==> src/rtl/wdtu_regs.vh <==
`ifndef WDTU_REGS_VH
`define WDTU_REGS_VH
// register select codes on the cpu port
`define WDTU_SEL_COUNTER      1'b0
`define WDTU_SEL_CTRL         1'b1
// access sizes
`define WDTU_SIZE_BYTE        2'b00
`define WDTU_SIZE_WORD        2'b01
`define WDTU_SIZE_LONG        2'b10
// write keys
`define WDTU_KEY_COUNTER      8'h5A
`define WDTU_KEY_CTRL         8'hA5
// control/status fields
`define WDTU_BIT_ENABLE       7
`define WDTU_BIT_MODE         6
`define WDTU_BIT_RSTSEL       5
`define WDTU_BIT_WATCHDOG_OVERFLOW_FLAG         4
`define WDTU_BIT_INTERVAL_OVERFLOW_FLAG         3
`define WDTU_CKS_HI           2
`define WDTU_CKS_LO           0
// reset values
`define WDTU_COUNTER_RESET    8'h00
`define WDTU_CTRL_RESET       8'h00
`define WDTU_COUNT_MAX        8'hFF
// prescaler width, covers divide by 4096
`define WDTU_PRE_W            12
`define WDTU_DIV_SLOW_MIN     3'h2
`endif

==> src/rtl/wdtu_top.v <==
// Functional notes
// - 8-bit counter steps on selected count enable
// - counter cleared only by power-on reset
// - counter write needs word access, key 5A
// - control/status cleared only by power-on reset
// - control write needs word access, key A5
// - byte or long writes change nothing
// - bit 7 enables counting, else count held except while settling
// - bit 6 picks watchdog or interval mode
// - bit 5 picks power-on or manual reset
// - watchdog overflow sets watchdog flag only
// - interval overflow sets interval flag only
// - clock select divides by 1..4096
// - watchdog overflow requests chosen reset
// - interval overflow raises interrupt request
// - manual reset at slow divide fires twice
// - settling overflow leaves control/status unchanged
// - settling count delays clock restart
// - settling overflow signals clock restart, no flag
// - frequency-change settling stops counter at 00
// - normal overflow wraps and keeps counting
`timescale 1ns/1ps
`include "wdtu_regs.vh"

module wdtu_top
(
   input  wire        MCLK_I,
   input  wire        RESET_I,
   input  wire        WR_I,
   input  wire        SEL_I,
   input  wire [1:0]  SIZE_I,
   input  wire [15:0] WDATA_I,
   input  wire        RSEL_I,
   input  wire        STBY_SETTLE_I,
   input  wire        FREQ_SETTLE_I,
   output wire [7:0]  RDATA_O,
   output reg         POR_REQ_O,
   output reg         MANRST_REQ_O,
   output reg         INTERVAL_IRQ_O,
   output reg         CLK_RESTART_O
);

   // ==========================================================
   // state
   reg  [7:0]              counter;
   reg  [7:0]              ctrl;
   reg  [`WDTU_PRE_W-1:0]  prescale;
   reg                     freq_stopped;
   reg                     second_pending;
   reg                     man_first;
   reg                     tick;
   wire                    settling;
   wire                    run;
   wire                    overflow;
   wire                    wr_cnt;
   wire                    wr_ctl;
   wire [2:0]              cks;
   wire [`WDTU_PRE_W-1:0]  next_prescale;

   assign cks = ctrl[`WDTU_CKS_HI:`WDTU_CKS_LO];
   assign settling = STBY_SETTLE_I | FREQ_SETTLE_I;

   // ==========================================================
   // register access
   // keyed word writes only
   assign wr_cnt = WR_I & (SIZE_I == `WDTU_SIZE_WORD) & (SEL_I == `WDTU_SEL_COUNTER)
                   & (WDATA_I[15:8] == `WDTU_KEY_COUNTER);
   assign wr_ctl = WR_I & (SIZE_I == `WDTU_SIZE_WORD) & (SEL_I == `WDTU_SEL_CTRL)
                   & (WDATA_I[15:8] == `WDTU_KEY_CTRL);
   assign RDATA_O = (RSEL_I == `WDTU_SEL_CTRL) ? ctrl : counter;

   // ==========================================================
   // prescaler
   // free-running, single-cycle enable
   assign next_prescale = prescale + {{(`WDTU_PRE_W-1){1'b0}}, 1'b1};

   always @*
   begin
      case (cks)
         3'h0:    tick = 1'b1;
         3'h1:    tick = (next_prescale[1:0] == 2'h0);
         3'h2:    tick = (next_prescale[3:0] == 4'h0);
         3'h3:    tick = (next_prescale[4:0] == 5'h00);
         3'h4:    tick = (next_prescale[5:0] == 6'h00);
         3'h5:    tick = (next_prescale[7:0] == 8'h00);
         3'h6:    tick = (next_prescale[9:0] == 10'h000);
         default: tick = (next_prescale == 12'h000);
      endcase
   end

   always @(posedge MCLK_I)
   begin
      if (RESET_I)
         prescale <= {`WDTU_PRE_W{1'b0}};
      else
         prescale <= next_prescale;
   end

   // ==========================================================
   // counter
   // enable or settling count runs it
   assign run = (ctrl[`WDTU_BIT_ENABLE] | settling) & ~freq_stopped;
   assign overflow = run & tick & (counter == `WDTU_COUNT_MAX);

   always @(posedge MCLK_I)
   begin
      if (RESET_I)
      begin
         counter      <= `WDTU_COUNTER_RESET;
         freq_stopped <= 1'b0;
      end
      else
      begin
         // hold at 00 after a frequency-settling overflow until settling ends
         if (overflow & FREQ_SETTLE_I)
            freq_stopped <= 1'b1;
         else if (~FREQ_SETTLE_I)
            freq_stopped <= 1'b0;
         if (wr_cnt)
            counter <= WDATA_I[7:0];
         else if (run & tick)
            counter <= counter + 8'h01;
      end
   end

   // ==========================================================
   // control/status
   always @(posedge MCLK_I)
   begin
      if (RESET_I)
         ctrl <= `WDTU_CTRL_RESET;
      else
      begin
         if (wr_ctl)
         begin
            ctrl[7:5] <= WDATA_I[7:5];
            ctrl[2:0] <= WDATA_I[2:0];
            // flags clear on 0, never set by 1
            ctrl[`WDTU_BIT_WATCHDOG_OVERFLOW_FLAG] <= ctrl[`WDTU_BIT_WATCHDOG_OVERFLOW_FLAG] & WDATA_I[`WDTU_BIT_WATCHDOG_OVERFLOW_FLAG];
            ctrl[`WDTU_BIT_INTERVAL_OVERFLOW_FLAG] <= ctrl[`WDTU_BIT_INTERVAL_OVERFLOW_FLAG] & WDATA_I[`WDTU_BIT_INTERVAL_OVERFLOW_FLAG];
         end
         // settling overflow sets no flag
         // set wins over a simultaneous clear
         if (overflow & ~settling)
         begin
            if (ctrl[`WDTU_BIT_MODE])
               ctrl[`WDTU_BIT_WATCHDOG_OVERFLOW_FLAG] <= 1'b1;
            else
               ctrl[`WDTU_BIT_INTERVAL_OVERFLOW_FLAG] <= 1'b1;
         end
      end
   end

   // ==========================================================
   // request outputs
   always @(posedge MCLK_I)
   begin
      if (RESET_I)
      begin
         POR_REQ_O      <= 1'b0;
         MANRST_REQ_O   <= 1'b0;
         INTERVAL_IRQ_O <= 1'b0;
         CLK_RESTART_O  <= 1'b0;
         second_pending <= 1'b0;
         man_first      <= 1'b0;
      end
      else
      begin
         CLK_RESTART_O  <= overflow & settling;
         INTERVAL_IRQ_O <= overflow & ~settling & ~ctrl[`WDTU_BIT_MODE];
         POR_REQ_O      <= overflow & ~settling & ctrl[`WDTU_BIT_MODE] & ~ctrl[`WDTU_BIT_RSTSEL];
         // second manual pulse at slow divide
         MANRST_REQ_O   <= (overflow & ~settling & ctrl[`WDTU_BIT_MODE] & ctrl[`WDTU_BIT_RSTSEL])
                           | second_pending;
         // idle cycle between the two pulses keeps them distinct
         // only the overflow pulse arms a repeat, so no endless chain
         man_first      <= overflow & ~settling & ctrl[`WDTU_BIT_MODE] & ctrl[`WDTU_BIT_RSTSEL]
                           & (cks >= `WDTU_DIV_SLOW_MIN);
         second_pending <= man_first;
      end
   end

endmodule

==> config.mk <==
export PLATFORM = sky130hd
export DESIGN_NAME = wdtu_top
export DESIGN_NICKNAME = d
export VERILOG_FILES = /design/src/rtl/wdtu_top.v
export VERILOG_INCLUDE_DIRS = /design/src /design/src/rtl
export SDC_FILE = /design/constraint.sdc
export NUM_CORES = 1
export LEC_CHECK = 0
export ABC_AREA = 0
export BUFFER_PORTS_ARGS = -buffer_cell sky130_fd_sc_hd__buf_2
export CORE_UTILIZATION = 45
export DETAILED_ROUTE_END_ITERATION = 10
export GPL_ROUTABILITY_DRIVEN = 0
export MAX_ROUTING_LAYER = met4
export PLACE_DENSITY = 0.76
export SKIP_CTS_REPAIR_TIMING = 1
export SLEW_MARGIN = 0
export SYNTH_ARGS = -nofsm -noshare
export SYNTH_HDL_FRONTEND = slang
export SYNTH_SLANG_ARGS = --single-unit
export TNS_END_PERCENT = 5
==> constraint.sdc <==
create_clock -name MCLK_I -period 7.2 [get_ports MCLK_I]
set_input_delay 1.44 -clock MCLK_I [delete_from_list [all_inputs] [get_ports MCLK_I]]
set_output_delay 1.44 -clock MCLK_I [all_outputs]
set_load 0.02 [all_outputs]
==> impl_metrics.ini, run 1 <==
[floorplanning]
coreArea_um2 = 4090
start_util = 0.481
core.rowCount = 23
die_w_um = 68.1
dieArea_um2 = 4630
ios = 37
die_h_um = 68.1

[synth]
ys_types = 54
yosysSeqAreaShare = 0.357
synth_area_per_cell_um2 = 8.93
yosysWarnings = 0
syn_inst = 220
ys_seq_elements = 35
synthesis.nets = 247
ys_async_sr_fraction = 0
synth_edf_count = 0
yosys_most_used_dff = dfxtp_1
syn_area_um2 = 1960

[finish]
layout-drive-gt1-share = 0.267
nFillCells = 395
final_cell_mix = buf_2 (36), dfxtp_1 (35), nor2_1 (31)
design_area_um2 = 2190
fin_nets = 277
antenna_cells = 0
final_common_cell = buf_2
area_growth_pct = 11.3

[critical_path]
r2r_start = prescale[0]
path_class = in -> out
rrSetupSlack_ps = 3980
critPathCaptureType = output pin
worstPathMaxFanout = 10
rr_endpoint = counter[6]
worstSetupStartpointType = input pin
cp.required_ps = 5760
cp.arrival_ps = 2170
r2r_cells = 8

[global_routing]
grt_pass1_vias = 1453
grt_pass1_wl_um = 6690
use_met3 = 0.0500
grtUsageTotal = 0.196
met2_usage = 0.299
antenna_found_initial = 0
grt_max_degree = 31
grt_busiest_layer = met2
grt_use_met1 = 0.260
gr-total-overflow = 0

[power_and_ir_drop]
peakVddDrop_mv = 0.122
total_power_mw = 0.367
power_density_nw_per_um2 = 168
p_leak_nw = 0.822

[clock_tree]
h-tree-depth = 2
clock-sinks = 35
cts.clk_slew.worst_paths_ps = 70
cts-buffers-inserted = 5
cts_tree = yes
cts_root_buffer = clkbuf_8
clock_latency_ps = 290
cts_buffer_depth = 2

[sta]
slew_viol_final = 0
period_minus_slack_ps = 3610
rsz0062_at_grt = false
slew_headroom = 0.331
worst_slew_pin_slew_ps = 1000
fin_skew_ps = 5.85
fmax_ghz = 0.277
hold_viol_final = 0
fin_setup_tns_ps = 0
setup_viol = 0
post-route-period-util = 0.501

[job]
maxCapViolations = 0

[run_status]
status = completed

[min_path]
hp-start = man_first
holdCritPathClass = reg -> reg
min_to = second_pending
worstHoldPathCells = 1

[routing]
ant_nets = 0
drt-initial-drc-count = 79
first_pass_iters = 4
wire_per_inst_um = 13.4
remaining_drc_errors = 0
vias = 1715
viasPerCell = 5.70
drt_wl_total_um = 4030

[placed_design]
portBuffers = 36
placed_cell_area_um2 = 2100
dp_hpwl_um = 2860
## critical path, stage by stage
cell    delay (ps)
buf_2          210
mux2_2         360
buf_2          160
## synthesized netlist by cell type, drive strengths merged (3+ instances only)
cell	n	share of area
nand3	9	0.025
nor2	31	0.059
nor3	5	0.013
xnor2	5	0.022
o21ai	8	0.020
xor2	4	0.018
buf	7	0.034
a31o	5	0.022
o211ai	3	0.011
nand2	11	0.021
clkbuf	7	0.024
and2	3	0.010
a21bo	3	0.015
mux2	6	0.034
a311oi	6	0.027
inv	3	0.0057
nand4	7	0.022
and3	4	0.013
a21oi	4	0.010
or3	5	0.017
nand3b	7	0.027
a211oi	4	0.015
mux2i	8	0.041
dfxtp	35	0.36
## report_power, final
| part | internal, mW | switching [mW] |
|---|---|---|
| sequential | 0.197 | 0.00499 |
| combinational | 0.0133 | 0.0139 |
| clock | 0.0676 | 0.0703 |
## worst max-delay path by stage
stage | from | to | cells past startpoint
global route | RSEL_I | RDATA_O[4] | 3
detailed placement | RSEL_I | RDATA_O[0] | 3
global placement | RSEL_I | RDATA_O[0] | 3
CTS | RSEL_I | RDATA_O[0] | 3
finish | RSEL_I | RDATA_O[0] | 3
floorplan | RSEL_I | RDATA_O[0] | 2
## final cells by class
cell class / instances / area (µm²) / share of cell area
well taps: 50 / 62.6 / 0.0286
multi-input cells: 168 / 1140 / 0.521
clock buffers: 6 / 72.6 / 0.0332
inverters: 3 / 11.3 / 0.00515
repair buffers: 37 / 188 / 0.0859
flip-flops and latches: 35 / 701 / 0.321
clock inverters: 2 / 12.5 / 0.00572
## logic make-up after synthesis
kind of cell             share of synthesized area
buffers and inverters                       0.0637
AO/OA/AOI/OAI                                0.174
flip-flops                                   0.357
AND/OR/NAND/NOR                              0.278
adder cells (fa/ha/maj)                     0.0127
XOR/XNOR                                    0.0401
multiplexers                                0.0752
## through the flow
step | hold slack [ps] | utilization | setup WS, ps | std cells
5_1_grt | 463 | 0.535 | 3570 | 301
6_report | 439 | 0.535 | 3590 | 301
3_3_place_gp | 419 | 0.514 | 3600 | 293
4_1_cts | 442 | 0.535 | 3600 | 301
3_5_place_dp | 433 | 0.514 | 3600 | 293
2_1_floorplan | 410 | - | 3610 | 220
## state kept, by name (all words and copies together) (netlist names)
register,flops
INTERVAL_IRQ_O,1
counter,8
POR_REQ_O,1
MANRST_REQ_O,1
freq_stopped,1
prescale,12
second_pending,1
man_first,1
CLK_RESTART_O,1
ctrl,8
## routing by layer
metal,vias to the layer above,part of all wire
li1,867,-
met1,808,0.49
met2,37,0.47
met3,3,0.036
met4,0,0.0067
met5,-,0
(Power assumes the default switching activity.)
==> inputs of run 2 (changes only) <==
- ABC_AREA: 0 -> 1
- clock period: 7.2 -> 3.65 ns (I/O delays scaled with it)
==> impl_metrics.ini, run 2 <==
[routing]
wire_per_inst_um = 11.4
vias = 2025
drt_wl_total_um = 4490
drt-initial-drc-count = 70
first_pass_iters = 4
viasPerCell = 5.14
ant_nets = 0
remaining_drc_errors = 0

[finish]
area_growth_pct = 16.5
post-route-util = 0.548
top_regs = prescale (12), counter (8), ctrl (8)
antenna_cells = 0
fin_nets = 368
final_common_cell = nand2_1
top_register = prescale
largest_register_ffs = 12
final_cell_mix = nand2_1 (56), inv_1 (42), nor2_1 (41)
layout-drive-gt1-share = 0.246

[synth]
yosysMostFrequentCell = nand2_1
ys_seq_elements = 35
ys_types = 28
synth_edf_count = 0
synth_common_cells = nand2_1 (56), inv_1 (42), nor2_1 (41)
synth_area_leader_cell = dfxtp_1
netlist.area_leader.share = 0.340
ys_async_sr_fraction = 0
yosysSeqAreaShare = 0.340
synthTopCellsByArea = dfxtp_1 (34%), nand2_1 (10%), inv_1 (7.6%), nor2_1 (7.5%), nand3_1 (6.5%)
syn_inst = 304
yosysWarnings = 0
yosys_most_used_dff = dfxtp_1
synth_area_per_cell_um2 = 6.79
synthesis.nets = 331
syn_area_um2 = 2060

[power_and_ir_drop]
peakVddDrop_mv = 0.190
power_density_nw_per_um2 = 344
p_leak_nw = 1.02

[floorplanning]
dieArea_um2 = 4860
die_w_um = 69.7
start_util = 0.471
coreArea_um2 = 4380
core.rowCount = 24
ios = 37
die_h_um = 69.7

[critical_path]
cp.required_ps = 3870
cp.arrival_ps = 2410
r2r_start = prescale[0]
cp-startpoint = prescale[0]
worstSetupStartpointType = flip-flop
critPathCaptureType = flip-flop
worstPathMaxFanout = 9
path_class = reg -> reg

[placed_design]
portBuffers = 36
place_ws_ps = 1370
dp_hpwl_um = 3290

[clock_tree]
clock_latency_ps = 290
cts_buffer_depth = 2
cts.clk_slew.worst_paths_ps = 70
h-tree-depth = 2
cts-buffers-inserted = 5
cts_tree = yes
clock-sinks = 35
cts_root_buffer = clkbuf_8

[sta]
hold_viol_final = 0
setup_viol = 0
fin_skew_ps = 6.07
fmax_ghz = 0.456
fin_setup_tns_ps = 0
period_minus_slack_ps = 2190
slew_headroom = 0.409
slew_viol_final = 0
rsz0062_at_grt = false
setup_ws_ps = 1460
post-route-period-util = 0.600
worst_slew_pin_slew_ps = 883

[job]
maxCapViolations = 0

[global_routing]
grt_pass1_wl_um = 7560
gr-total-overflow = 0
grt_max_degree = 31
grt_pass1_vias = 1767
antenna_found_initial = 0
grtUsageTotal = 0.200

[min_path]
hp-start = man_first
holdCritPathClass = reg -> reg

[run_status]
status = completed
## run 2: changes by cell type after synthesis, sizes merged, moves of 7 or more
| cell | before | now |
|---|---|---|
| a21oi | 4 | 14 |
| inv | 3 | 43 |
| mux2i | 8 | 0 |
| nand2 | 11 | 72 |
| nand3 | 9 | 34 |
| nand3b | 7 | 0 |
| nor2 | 31 | 47 |
| o21ai | 8 | 15 |
## run 2: cell type report
cell class,count,area [µm²]
Timing Repair Buffer,36,180
Fill cell,420,1980
Clock buffer,6,82.6
Clock inverter,2,35.0
Multi-Input combinational cell,219,1170
Tap cell,52,65.1
Inverter,44,165
Sequential cell,35,701
## run 2: logic make-up after synthesis
kind of cell | count (synthesis) | synth area share
and+or+nand+nor | 175 | 0.422
buffers and inverters | 50 | 0.0910
AOI/OAI and AO/OA | 37 | 0.114
DFF | 35 | 0.340
xor gates and xnor gates | 5 | 0.0212
adders and majority gates | 2 | 0.0121
## run 2: path summary, 6_finish.rpt
| path | endpoint | slack [ps] | depth (start not counted) |
|---|---|---|---|
| setup / recovery | counter[0] | 1460 | 13 |
| hold / removal | second_pending | 410 | 2 |
| setup reg to reg | counter[0] | 1460 | 13 |
| hold reg to reg | second_pending | 410 | 2 |
## run 2: critical path, cell delays in order (launching register included)
cell     delay (ps)
dfxtp_1         390
ha_1            340
nand3_1         170
nand2_1         110
nand2_1          90
nor2_4          150
nand2_2          70
nor2_4           90
nand3_2          70
nand2_2         100
nand3_4         160
nand2_4         200
nand2_2          70
a21oi_2         110
## run 2: metrics by stage
step           instances  power [mW]  cell area (µm²)  hold WS (ps)
4_1_cts              394       0.831             2400           410
5_1_grt              394       0.853             2400           457
3_5_place_dp         386       0.468             2290           398
2_1_floorplan        304       0.442             2060           388
6_report             394       0.827             2400           406
3_3_place_gp         386       0.466             2290           390
## run 2: metal layers
layer,up-vias,track usage,part of all wire
met5,-,-,0
met4,0,0.0711,0.020
met3,10,0.0422,0.034
met2,41,0.340,0.49
met1,921,0.233,0.45
li1,1053,-,-
## run 2: power by group
part           internal, mW  switching (mW)  total [mW]
Clock                 0.221           0.147       0.368
Sequential            0.387         0.00640       0.394
Combinational        0.0246          0.0414      0.0660
